### src/hdl/slot_pkg.sv
// Constants, field layouts and types for the conversion slot wrapper.
// Operation
// RULE1: every slot keeps its own trigger, channel and window settings.
// RULE2: slots may share trigger, channel and window freely.
// RULE3: trigger comes from select field plus matching routing register bits.
// RULE4: writing a slot's force bit starts it like a hardware trigger.
// RULE5: six-bit window field gives field plus one converter cycles.
// RULE6: software keeps the window field at six or more.
// RULE7: a fixed thirteen converter cycles of conversion follow each window.
// RULE8: control word packs window, channel, trigger so 4846h means 6,1,9.
// RULE9: trigger code nine is start pulse A of the third modulator.
// RULE10: each result lands in the result register of its own slot.
// RULE11: slots started together convert one after another.
// RULE12: no precharge or discharge of the capacitor before a window.
// RULE13: software enables clock, power and halving bit before use.
// RULE14: four-bit channel; simultaneous mode drops the top bit.
// RULE15: round robin grants the slot above the last; pointer resets to 16.
// RULE16: a trigger during a conversion is held pending, never lost.
package slot_pkg;
   localparam int SLOTS  = 16;
   localparam int ADDR_W = 6;
   localparam int DATA_W = 16;
   localparam int RES_W  = 12;
   // ************************************************************
   // Register offsets
   // ************************************************************
   localparam logic [ADDR_W-1:0] SLOT_CTL_BASE  = 6'h00;
   localparam logic [ADDR_W-1:0] RESULT_BASE    = 6'h10;
   localparam logic [ADDR_W-1:0] ROUTE_LOW_ADR  = 6'h20;
   localparam logic [ADDR_W-1:0] ROUTE_HIGH_ADR = 6'h21;
   localparam logic [ADDR_W-1:0] FORCE_ADR      = 6'h22;
   localparam logic [ADDR_W-1:0] CTRL_TWO_ADR   = 6'h23;
   localparam logic [ADDR_W-1:0] SIMULT_ADR     = 6'h24;
   localparam logic [ADDR_W-1:0] PENDING_ADR    = 6'h25;
   localparam logic [ADDR_W-1:0] STATUS_ADR     = 6'h26;
   // ************************************************************
   // Field layout of the slot control word
   // ************************************************************
   localparam int WIN_LSB  = 0;
   localparam int WIN_W    = 6;
   localparam int CH_LSB   = 6;
   localparam int CH_W     = 4;
   localparam int TRIG_LSB = 11;
   localparam int TRIG_W   = 5;
   localparam int ROUTE_W  = 2;
   localparam int CLK_HALF_BIT = 0;
   // ************************************************************
   // Codes, reset values and timing
   // ************************************************************
   localparam logic [TRIG_W-1:0]  TRIG_SOFTWARE  = 5'h00;
   localparam logic [TRIG_W-1:0]  TRIG_PWM3_A    = 5'h09;
   localparam logic [ROUTE_W-1:0] ROUTE_INT_ONE  = 2'h1;
   localparam logic [ROUTE_W-1:0] ROUTE_INT_TWO  = 2'h2;
   localparam logic [4:0]         RR_RESET       = 5'h10;
   localparam logic [WIN_W-1:0]   CONV_CYCLES    = 6'h0d;
   localparam logic [DATA_W-1:0]  CTL_RESET      = 16'h0000;
   localparam logic [ADDR_W-1:0]  ALL_ONES_ADDR  = 6'h3f;
   typedef enum logic [1:0] {
      PH_IDLE    = 2'b00,
      PH_SAMPLE  = 2'b01,
      PH_CONVERT = 2'b11,
      PH_STORE   = 2'b10
   } phase_t;
endpackage

### src/hdl/clock_divider.sv
// Converter clock enable generator with optional halving.
`timescale 1ns/10ps
`default_nettype none
module clock_divider
   import slot_pkg::*;
(
   // Clock and reset.
   input  wire logic ref_clk,
   input  wire logic rst_n,
   // Control and enable output.
   input  wire logic halve,
   output logic      tick
);
   typedef struct packed {
      logic phase;
      logic tick;
   } div_t;
   div_t st;
   div_t next_st;
   // Ticks every cycle, or every other cycle when halving.
   always_comb begin
      next_st       = st;
      next_st.phase = halve & ~st.phase;
      next_st.tick  = ~halve | st.phase;
   end
   // State register.
   always_ff @(posedge ref_clk) begin
      if (!rst_n) begin
         st <= '0;
      end else begin
         st <= next_st;
      end
   end
   assign tick = st.tick;
endmodule
`default_nettype wire

### src/hdl/result_memory.sv
// Result store, one word per slot, registered read port.
`timescale 1ns/10ps
`default_nettype none
module result_memory
   import slot_pkg::*;
(
   // Clock and reset.
   input  wire logic             ref_clk,
   input  wire logic             rst_n,
   // Write port.
   input  wire logic             wr_en,
   input  wire logic [3:0]       wr_addr,
   input  wire logic [RES_W-1:0] wr_data,
   // Read port.
   input  wire logic             rd_en,
   input  wire logic [3:0]       rd_addr,
   output logic [RES_W-1:0]      rd_data
);
   typedef struct packed {
      logic [SLOTS-1:0][RES_W-1:0] words;
      logic [RES_W-1:0]            rd_data;
   } mem_t;
   mem_t st;
   mem_t next_st;
   // Write the addressed word, latch the read word.
   always_comb begin
      next_st = st;
      if (wr_en) begin
         next_st.words[wr_addr] = wr_data;
      end
      if (rd_en) begin
         next_st.rd_data = st.words[rd_addr];
      end
   end
   // State register.
   always_ff @(posedge ref_clk) begin
      if (!rst_n) begin
         st <= '0;
      end else begin
         st <= next_st;
      end
   end
   assign rd_data = st.rd_data;
endmodule
`default_nettype wire

### src/hdl/conversion_slot_config.sv
// Sixteen-slot conversion scheduler with register port and core control.
`timescale 1ns/10ps
`default_nettype none
module conversion_slot_config
   import slot_pkg::*;
(
   // Clock and reset.
   input  wire logic              ref_clk,
   input  wire logic              rst_n,
   // Register port.
   input  wire logic [ADDR_W-1:0] addr,
   input  wire logic [DATA_W-1:0] wr_data,
   input  wire logic              wr_en,
   input  wire logic              rd_en,
   output logic [DATA_W-1:0]      rd_data,
   // On-chip trigger sources.
   input  wire logic [31:0]       trigger_lines,
   input  wire logic              int_one,
   input  wire logic              int_two,
   // Analog core.
   output logic                   core_tick,
   output logic                   core_sample,
   output logic                   core_convert,
   output logic [CH_W-1:0]        core_channel,
   output logic                   core_simultaneous,
   input  wire logic [RES_W-1:0]  core_result
);

   typedef struct packed {
      logic [SLOTS-1:0][DATA_W-1:0] ctl;
      logic [DATA_W-1:0]            route_low;
      logic [DATA_W-1:0]            route_high;
      logic [SLOTS-1:0]             simult;
      logic [SLOTS-1:0]             pending;
      logic                         clk_half;
      logic [4:0]                   rr_ptr;
      phase_t                       phase;
      logic [3:0]                   slot;
      logic [WIN_W-1:0]             cnt;
      logic [WIN_W-1:0]             win;
      logic [CH_W-1:0]              chan;
      logic                         both;
      logic [DATA_W-1:0]            rd_data;
      logic                         rd_res;
   } state_t;
   state_t           st;
   state_t           next_st;

   logic [SLOTS-1:0] slot_trig;
   logic [SLOTS-1:0] start_mask;
   logic             tick;
   logic [3:0]       grant;
   logic             any_pending;
   logic             store_en;
   logic             res_rd;
   logic [RES_W-1:0] res_data;

   // ************************************************************
   // Converter clock enable
   // ************************************************************
   clock_divider u_div (
      .ref_clk (ref_clk),
      .rst_n   (rst_n),
      .halve   (st.clk_half),
      .tick    (tick)
   );

   // ************************************************************
   // Per-slot trigger selection
   // ************************************************************
   genvar g;
   generate
      for (g = 0; g < SLOTS; g++) begin : g_slot // RULE2
         logic [ROUTE_W-1:0] route;
         logic [TRIG_W-1:0]  code;
         // Low register routes slots 0-7, high register slots 8-15.
         assign route = (g < 8) ? st.route_low[ROUTE_W*(g%8) +: ROUTE_W]
                                : st.route_high[ROUTE_W*(g%8) +: ROUTE_W]; // RULE3
         assign code  = st.ctl[g][TRIG_LSB +: TRIG_W]; // RULE1
         // Code zero is software only; code nine is modulator three pulse A.
         assign slot_trig[g] = (route == ROUTE_INT_ONE) ? int_one :
                               (route == ROUTE_INT_TWO) ? int_two :
                               ((code != TRIG_SOFTWARE) & trigger_lines[code]); // RULE9
      end
   endgenerate

   // ************************************************************
   // Round robin arbiter
   // ************************************************************
   // Scans from the slot above the last converted one, wrapping at 15.
   always_comb begin
      logic [3:0] base;
      logic [3:0] idx;
      base  = (st.rr_ptr == RR_RESET) ? 4'h0 : 4'(st.rr_ptr + 5'h01); // RULE15
      grant = base;
      idx   = base;
      for (int j = SLOTS - 1; j >= 0; j--) begin
         idx = 4'(base + 4'(j));
         if (st.pending[idx]) begin
            grant = idx;
         end
      end
      any_pending = |st.pending;
   end

   // ************************************************************
   // Register port, pending flags and conversion sequencer
   // ************************************************************
   always_comb begin
      logic [SLOTS-1:0] forced;
      forced     = '0;
      start_mask = '0;
      store_en   = 1'b0;
      next_st    = st;
      res_rd     = rd_en && (addr[ADDR_W-1:4] == RESULT_BASE[ADDR_W-1:4]);

      // Register writes.
      if (wr_en) begin
         if (addr[ADDR_W-1:4] == SLOT_CTL_BASE[ADDR_W-1:4]) begin
            next_st.ctl[addr[3:0]] = wr_data; // RULE8
         end
         case (addr)
            ROUTE_LOW_ADR:  next_st.route_low  = wr_data;
            ROUTE_HIGH_ADR: next_st.route_high = wr_data;
            FORCE_ADR:      forced             = wr_data; // RULE4
            CTRL_TWO_ADR:   next_st.clk_half   = wr_data[CLK_HALF_BIT];
            SIMULT_ADR:     next_st.simult     = wr_data;
            default:        next_st.rd_res     = st.rd_res;
         endcase
      end

      // Register reads; unmapped addresses read zero.
      next_st.rd_res  = res_rd;
      next_st.rd_data = '0;
      if (rd_en) begin
         if (addr[ADDR_W-1:4] == SLOT_CTL_BASE[ADDR_W-1:4]) begin
            next_st.rd_data = st.ctl[addr[3:0]];
         end
         case (addr)
            ROUTE_LOW_ADR:  next_st.rd_data = st.route_low;
            ROUTE_HIGH_ADR: next_st.rd_data = st.route_high;
            CTRL_TWO_ADR:   next_st.rd_data = DATA_W'(st.clk_half);
            SIMULT_ADR:     next_st.rd_data = st.simult;
            PENDING_ADR:    next_st.rd_data = st.pending;
            STATUS_ADR:     next_st.rd_data = {5'h00, st.rr_ptr, st.slot,
                                               st.phase};
            default:        next_st.rd_res  = res_rd;
         endcase
      end

      // Sequencer: one slot at a time from idle through store.
      case (st.phase)
         PH_IDLE: begin
            if (any_pending) begin
               start_mask[grant] = 1'b1; // RULE11
               next_st.slot  = grant;
               next_st.win   = st.ctl[grant][WIN_LSB +: WIN_W]; // RULE5
               next_st.cnt   = st.ctl[grant][WIN_LSB +: WIN_W];
               next_st.both  = st.simult[grant];
               // Simultaneous mode keeps only the pair select bits.
               next_st.chan  = st.simult[grant] ?
                               {1'b0, st.ctl[grant][CH_LSB +: CH_W-1]} :
                               st.ctl[grant][CH_LSB +: CH_W]; // RULE14
               // The window opens at once; no capacitor conditioning phase.
               next_st.phase = PH_SAMPLE; // RULE12
            end
         end

         PH_SAMPLE: begin
            if (tick) begin
               if (st.cnt == '0) begin
                  next_st.cnt   = CONV_CYCLES - 6'h01; // RULE7
                  next_st.phase = PH_CONVERT;
               end else begin
                  next_st.cnt = st.cnt - 6'h01; // RULE5
               end
            end
         end

         PH_CONVERT: begin
            if (tick) begin
               if (st.cnt == '0) begin
                  next_st.phase = PH_STORE;
               end else begin
                  next_st.cnt = st.cnt - 6'h01; // RULE7
               end
            end
         end

         PH_STORE: begin
            store_en       = 1'b1; // RULE10
            next_st.rr_ptr = {1'b0, st.slot}; // RULE15
            next_st.phase  = PH_IDLE;
         end

         default: begin
            next_st.phase = PH_IDLE;
         end
      endcase

      // A new trigger wins over the clear of a started slot.
      next_st.pending = (st.pending & ~start_mask) | slot_trig | forced; // RULE16
   end

   // State register.
   always_ff @(posedge ref_clk) begin
      if (!rst_n) begin
         st          <= '0;
         st.ctl      <= {SLOTS{CTL_RESET}};
         st.rr_ptr   <= RR_RESET; // RULE15
         st.phase    <= PH_IDLE;
      end else begin
         st <= next_st;
      end
   end

   // ************************************************************
   // Result store
   // ************************************************************
   result_memory u_res (
      .ref_clk (ref_clk),
      .rst_n   (rst_n),
      .wr_en   (store_en),
      .wr_addr (st.slot), // RULE10
      .wr_data (core_result),
      .rd_en   (res_rd),
      .rd_addr (addr[3:0]),
      .rd_data (res_data)
   );

   // Outputs toward software and the core.
   assign rd_data           = st.rd_res ? {4'h0, res_data} : st.rd_data;
   assign core_tick         = tick;
   assign core_sample       = (st.phase == PH_SAMPLE);
   assign core_convert      = (st.phase == PH_CONVERT);
   assign core_channel      = st.chan;
   assign core_simultaneous = st.both;

   // ************************************************************
   // Checks
   // ************************************************************
   logic [WIN_W:0] hcnt;
   // Counts converter ticks spent in the current phase.
   always_ff @(posedge ref_clk) begin
      if (!rst_n || next_st.phase != st.phase) begin
         hcnt <= '0;
      end else begin
         hcnt <= hcnt + 7'(tick);
      end
   end

   // A force sets pending.
   property p_force_pends;
      @(posedge ref_clk) disable iff (!rst_n)
      (wr_en && addr == FORCE_ADR) |=>
         ((st.pending | $past(start_mask)) & $past(wr_data)) == $past(wr_data);
   endproperty
   a_force_pends: assert property (p_force_pends) else $error("force lost"); // RULE4

   // Window is field plus one ticks.
   property p_window_len;
      @(posedge ref_clk) disable iff (!rst_n)
      (st.phase == PH_SAMPLE && next_st.phase == PH_CONVERT) |-> hcnt == 7'(st.win);
   endproperty
   a_window_len: assert property (p_window_len) else $error("window length"); // RULE5

   // Conversion is a fixed length.
   property p_conv_len;
      @(posedge ref_clk) disable iff (!rst_n)
      (st.phase == PH_CONVERT && next_st.phase == PH_STORE) |->
         hcnt == 7'(CONV_CYCLES - 6'h01);
   endproperty
   a_conv_len: assert property (p_conv_len) else $error("conversion length"); // RULE7

   // Grant is latched as store slot.
   property p_store_slot;
      @(posedge ref_clk) disable iff (!rst_n)
      (|start_mask) |=> st.slot == $past(grant);
   endproperty
   a_store_slot: assert property (p_store_slot) else $error("slot latch"); // RULE10

   // Store moves the pointer.
   property p_store_after;
      @(posedge ref_clk) disable iff (!rst_n)
      store_en |=> st.rr_ptr == {1'b0, $past(st.slot)} && st.phase == PH_IDLE;
   endproperty
   a_store_after: assert property (p_store_after) else $error("pointer"); // RULE15

   // Pointer leaves reset at 16.
   property p_rr_reset;
      @(posedge ref_clk) $rose(rst_n) |-> st.rr_ptr == RR_RESET;
   endproperty
   a_rr_reset: assert property (p_rr_reset) else $error("pointer reset"); // RULE15

   // One start at a time, from idle.
   property p_serial;
      @(posedge ref_clk) disable iff (!rst_n)
      (|start_mask) |-> $onehot(start_mask) && st.phase == PH_IDLE;
   endproperty
   a_serial: assert property (p_serial) else $error("overlap"); // RULE11

   // Pending clears only on start.
   property p_keep_pending;
      @(posedge ref_clk) disable iff (!rst_n)
      1'b1 |=> (($past(st.pending) & ~$past(start_mask)) & ~st.pending) == '0;
   endproperty
   a_keep_pending: assert property (p_keep_pending) else $error("pending lost"); // RULE16

   // Pair mode drops the top bit.
   property p_pair_chan;
      @(posedge ref_clk) disable iff (!rst_n)
      (core_sample && core_simultaneous) |-> !core_channel[CH_W-1];
   endproperty
   a_pair_chan: assert property (p_pair_chan) else $error("pair channel"); // RULE14

   // Code nine follows pulse A.
   property p_pwm3;
      @(posedge ref_clk) disable iff (!rst_n)
      (trigger_lines[TRIG_PWM3_A] && st.route_low[1:0] == 2'h0
       && st.ctl[0][TRIG_LSB +: TRIG_W] == TRIG_PWM3_A) |=> st.pending[0] || st.slot == 4'h0;
   endproperty
   a_pwm3: assert property (p_pwm3) else $error("trigger nine"); // RULE9

   // Halved ticks never repeat.
   property p_tick_half;
      @(posedge ref_clk) disable iff (!rst_n)
      (st.clk_half && tick) |=> !tick;
   endproperty
   a_tick_half: assert property (p_tick_half) else $error("tick rate"); // RULE13

   // Main scenarios.
   c_store:   cover property (@(posedge ref_clk) disable iff (!rst_n)
      store_en);
   c_shared:  cover property (@(posedge ref_clk) disable iff (!rst_n)
      $countones(slot_trig) > 1);
   c_force:   cover property (@(posedge ref_clk) disable iff (!rst_n)
      wr_en && addr == FORCE_ADR);
   c_wrap:    cover property (@(posedge ref_clk) disable iff (!rst_n)
      store_en && st.slot == 4'hf);
   c_halved:  cover property (@(posedge ref_clk) disable iff (!rst_n)
      store_en && st.clk_half);
endmodule
`default_nettype wire

### config.mk
export PLATFORM = sky130hd
export DESIGN_NAME = conversion_slot_config
export DESIGN_NICKNAME = d
export VERILOG_FILES = /design/src/hdl/slot_pkg.sv /design/src/hdl/clock_divider.sv /design/src/hdl/result_memory.sv /design/src/hdl/conversion_slot_config.sv
export SDC_FILE = /design/constraint.sdc
export NUM_CORES = 2
export LEC_CHECK = 0
export ABC_AREA = 0
export BUFFER_PORTS_ARGS = -buffer_cell sky130_fd_sc_hd__buf_4
export CORE_ASPECT_RATIO = 2
export CORE_MARGIN = 5
export CORE_UTILIZATION = 45
export DETAILED_ROUTE_END_ITERATION = 12
export SYNTH_ARGS = -nofsm -noshare
export SYNTH_HDL_FRONTEND = slang
export SYNTH_SLANG_ARGS = --single-unit
### constraint.sdc
create_clock -name ref_clk -period 7.5 [get_ports ref_clk]
set_input_delay 2.25 -clock ref_clk [delete_from_list [all_inputs] [get_ports ref_clk]]
set_output_delay 2.25 -clock ref_clk [all_outputs]
set_load 0.1 [all_outputs]
Word-level counts from Yosys, hierarchy flattened
Cells that the tools add are included.
Operators by class
  $add $sub $neg: 17
  magnitude comparators: 38
  equality and inequality tests: 50
  muxes and demuxes: 149
  bitwise operators: 24
  reduce and logical (&&, ||, !) cells: 34
Operators by type and width (count)
  $bwmux 256: 1
  $bwmux 192: 1
  $bmux 16 s4: 2
  $mux 16: 8
  $lt 5x6->1 const B: 16
  $pmux 16 s6: 1
  $lt 4x5->1 const B: 19
  $bmux 1 s5: 16
  $reduce_bool 5->1: 16
  $mux 4: 18
  $bmux 1 s4: 17
  $mux 1: 67
  $demux 16 s4: 1
  $bmux 12 s4: 1
  $demux 12 s4: 1
  $eq 6x6->1 const B: 7
  $eq 2x1->1 const B: 18
  $eq 2x2->1 const B: 18
  $add 4x4->4 const B: 8
  $or 16x16->16: 2
  $mux 12: 2
  $mux 6: 4
  $mux 23: 1
  $pmux 6 s3: 1
  24 further kinds: 66
Word-level totals
  register bits: 572
  input port bits: 72
  output and inout bits: 24
  word-level logic and storage cells: 361

Logic depth before layout (Yosys ltp)
  depth after elaboration: 31
  depth in mapped cells: 26

By module
Synthesis repeated with hierarchy kept, for this count alone.
Second synthesis, totals
  cells, all modules: 3527
  area total of the unflattened synthesis: 34035.1 um^2
By module, submodules not included
  conversion_slot_config: times used 1, cells each 2578, area an instance 24403.4 um^2, seq. area each 7206.9 um^2
  result_memory: times used 1, cells each 944, area an instance 9574.2 um^2, seq. area each 4083.9 um^2
  clock_divider: times used 1, cells each 5, area an instance 57.6 um^2, seq. area each 40.0 um^2

Least setup slack after synthesis
Ideal clock, no wire load.
  path kind: register to register
  from: register st[40] in the netlist's numbering
  to: register st (netlist bit core_channel[3])
  library setup time: 0.070 ns
  arrival time: 5.267 ns
  path slack: 2.163 ns
  cell stages (with the launch flop): 21
  period minus slack after synthesis: 5.337 ns
  cells stage by stage: dfxtp_1 > buf_2 > buf_4 > inv_1 > ha_1 > inv_1 > buf_1 > ha_1 > inv_1 > clkbuf_1 > mux4_2 > mux2_2 > nand3_1 > o21bai_1 > mux2_2 > a211o_1 > a221oi_1 > a211o_1 > o311ai_1 > or4_1 > a21boi_1
Between the ends
  word-level cells in the longest chain between the ends: 24
  elaborated cells between the ends (all ways): 71
  those cells by class: add/sub: 16; eq/ne: 1; mux: 54
RTL lines
  start, declared: RTL line conversion_slot_config.sv:46  | state_t st;
  start signal, assigned: RTL line conversion_slot_config.sv:213  | st <= next_st;
  $add 4x1->4 / $eq 5x5->1 (equally long branches): RTL line conversion_slot_config.sv:94  | base = (st.rr_ptr == RR_RESET) ? 4'h0 : 4'(st.rr_ptr + 5'h01);
  $mux 4 (*): RTL line conversion_slot_config.sv:94
  $add 4x4->4: RTL line conversion_slot_config.sv:98  | idx = 4'(base + 4'(j));
  $bmux 1 s4: RTL line conversion_slot_config.sv:99  | if (st.pending[idx]) begin
  $mux 1 (implied by the code): RTL line conversion_slot_config.sv:99
  $mux 4 (15 in series): RTL line conversion_slot_config.sv:99
  $mux 4 (*): RTL line conversion_slot_config.sv:99
  $bmux 16 s4 / $bmux 1 s4 (equally long branches): RTL line conversion_slot_config.sv:163, conversion_slot_config.sv:161
  $mux 10 (implied by the code) / $mux 1 (equally long branches): RTL line conversion_slot_config.sv:163, conversion_slot_config.sv:161
  $mux 4 (*): RTL line conversion_slot_config.sv:161  | next_st.chan = st.simult[grant] ?
Every way passes the cells marked *; elsewhere a longest branch is shown, timed or not. The select of a mux whose other input is x is not followed.
A chain may end at the register's enable or synchronous reset.

Worst setup path after layout
  from: register st[42] in the netlist's numbering
  to: register st[30] in the netlist's numbering
Between the ends
  word-level cells in the longest chain between the ends: 25
  elaborated cells between the ends (all ways): 70
  those cells by class: add/sub: 16; eq/ne: 1; mux: 53
RTL lines
  $add 4x1->4 / $eq 5x5->1 (equally long branches): RTL line conversion_slot_config.sv:94
  $mux 4 (*): RTL line conversion_slot_config.sv:94
  $add 4x4->4: RTL line conversion_slot_config.sv:98
  $bmux 1 s4: RTL line conversion_slot_config.sv:99
  $mux 1 (implied by the code): RTL line conversion_slot_config.sv:99
  $mux 4 (15 in series): RTL line conversion_slot_config.sv:99
  $mux 4 (*): RTL line conversion_slot_config.sv:99
  $bmux 16 s4 (*): RTL line conversion_slot_config.sv:158  | next_st.cnt = st.ctl[grant][WIN_LSB +: WIN_W];
  $mux 10 (*)
  $mux 23 (*): RTL line conversion_slot_config.sv:154  | if (any_pending) begin
  $pmux 6 s3 (*): RTL line conversion_slot_config.sv:152  | case (st.phase)
Marked as above.

==> out/results.ini <==
[critical_path]
arrival_ps = 6970
critPathSlowestCell = o21ai_1
startpoint = st[42]
r2r_cells = 18
critPathKind = flip-flop to flip-flop
crit_path_end_kind = flip-flop
crit_fanout = 22
crit_family = multiplexers
worstReg2RegEnd = st[30]
crit_required_ps = 8020
startpoint_type = flip-flop
slowest_delay_ps = 730
critPathBufInv = 3
regToRegStartpoint = st[42]
path_cells = inv_1 > ha_1 > nand3_2 > nand2_4 > ha_1 > clkinv_1 > mux2i_1 > mux4_2 > nor2_1 > mux2i_1 > mux2_2 > o2111ai_1 > nand2_2 > buf_4 > mux2_2 > o22ai_1 > o21ai_1 > nand2_1
r2r_slack_ps = 1050

[min_path]
min_path_cells = 2
worstHoldEndpoint = st[344]
hold_class = flip-flop to flip-flop
holdCritStartpoint = st[344]

[cts]
clk_pin_slew_ps = 70
htree_levels = 2
post_cts_resized = 0
cts_tree = built
cts_root_buf = clkbuf_16
cts_hold_buf = 0
cts_sinks = 566
clk_latency_ps = 660
clk_path_buf_depth = 3
cts_buffers = 53
cts_setup_buffers = 0

[cells_and_area]
layout.cells.most_common = nand2_1
multi_input_area_mm2 = 0.0212
layout.nets = 3557
nFillCells = 7124
utilization_pct = 49.5
fin_area_mm2 = 0.0371
register_area_mm2 = 0.0113
area_growth_pct = 9.19
stdcell_count = 4525
final_cell_mix = nand2_1 (959), dfxtp_1 (566), a21boi_0 (429)
drive_gt1_share_pct = 19.0

[power]
ir_drop_uv = 284
power_mw = 8.82
leakage_nw = 12.4
p_per_area_mw_per_mm2 = 238

[drt]
viasPerCell = 6.31
drt.antenna.violating_nets = 0
wl_per_cell_um = 28.0
via_count = 28600
drc = 0
routed_wl_mm = 127
drt_iter0_drc = 2374
dr.pass1.iters = 9

[synth]
netlist.area_leader.share_pct = 33.4
syn-instance-count = 3601
yosysWarnings = 0
synth_seq_cells = 566
synth_cell_types = 81
synth_fp_nets = 3683
synth-edff-count = 0
synth_area_leader_cell = dfxtp_1
synthArstFlopShare_pct = 0
syn_area_mm2 = 0.0340
synth_flop_cell = dfxtp_1
yosysSeqAreaShare_pct = 33.4
synthTopCellsByArea = dfxtp_1 (33%), mux4_2 (20%), nand2_1 (11%)
syn_area_per_cell_um2 = 9.43

[floorplanning]
boundaryPins = 96
core_mm2 = 0.0750
rows = 142
die_h_um = 398
die_x_um = 204
start_util_pct = 45.3
die-area_mm2 = 0.0814

[place]
placed_area_mm2 = 0.0352
port_buffers = 94
dp_hpwl_mm = 85.8
gp_congestion = 0.979
place_inst = 4428
pre_cts_ws_ps = 1210

[global_route]
overflow = 0
grt_use_total_pct = 30.4
grt_pass1_wl_mm = 186
antenna_found_initial = 7
grt_max_degree = 226
grt_pass1_vias = 28000

[sta]
hold_slack_ps = 462
finalMaxSlewViolations = 0
fmax_ghz = 0.155
finalHoldViolCount = 0
timing.final.crit_period_ps = 6450
grt_setup_unrepaired = false
period_share_pct = 86.1
finClkSkew_ps = 27.0
slew_headroom_pct = 10.8
tightest_slew_ps = 1330
setup_ws_ps = 1050
setup-tns-final_ps = 0
finalSetupViolCount = 0

[flow_run]
maxCapViolCount = 0

[status]
status = finished clean

[cell type report]
type	instances	area share, %
clock buffer	67	3.96
tap	1008	3.40
clock inverter	28	1.10
timing repair buffer	163	3.41
multi-input combinational	2667	57.3
antenna	2	0.0135
inverter	24	0.256
sequential	566	30.6
[cells by family (layout without fill, tap and decap cells)]
| family | count (synthesis) | in the layout | share of synthesized area [%] |
|---|---|---|---|
| AO/OA/AOI/OAI | 726 | 726 | 15.5 |
| XOR/XNOR | 22 | 22 | 0.755 |
| adder cells (fa/ha/maj) | 10 | 10 | 0.368 |
| buffers and inverters | 368 | 282 | 4.31 |
| flip-flops | 566 | 566 | 33.4 |
| multiplexers | 618 | 618 | 29.6 |
| other | 0 | 2 | 0 |
| AND/OR/NAND/NOR | 1291 | 1291 | 16.1 |
[power by group]
| part | internal [mW] | total (mW) | switching, mW |
|---|---|---|---|
| Clock | 1.67 | 2.99 | 1.31 |
| Combinational | 0.997 | 2.71 | 1.71 |
| Sequential | 3.04 | 3.12 | 0.0755 |
| Total | 5.72 | 8.82 | 3.10 |
[worst max path at each step]
stage / endpoint / slack [ps] / cells after the start
floorplan: core_channel[3] / 2160 / 20
global placement: st[30] / 1290 / 18
detailed placement: st[30] / 1210 / 18
CTS: st[30] / 1200 / 18
global route: st[30] / 810 / 20
finish: st[30] / 1050 / 18
[routing by layer]
metal	wire length (um)	global-route usage, %
met3	8860	4.37
met2	62800	52.7
met4	12100	22.7
met5	13	0
met1	43000	33.3
[flip-flops by register name (all words and copies together), names as in the netlist]
register           count
u_res.rd_data         12
g_slot.code           80
st                   243
u_div.st               1
core_channel           4
u_res.st             192
core_simultaneous      1
g_slot.route          32
u_div.tick             1
[cell usage after synthesis (all sizes together) (25+ instances only)]
library cell  number
nand2            961
a21oi             43
a31oi             25
buf               81
mux2i            230
o21ai             68
clkbuf           263
dfxtp            566
nor2b            133
nor2              71
mux2              89
a21boi           433
a22oi             30
o22ai             30
nand3             39
mux4             299
[worst reg2reg max path: cells and delay by family, from the launching register on]
kind / cells / cell delay [ps]
adders and majority gates: 2 / 970
AOI/OAI and AO/OA: 3 / 970
DFF: 1 / 600
buffers and inverters: 3 / 1000
and+or+nand+nor: 5 / 1310
muxes: 5 / 1470
No activity file was read; power rests on OpenSTA's default activity.
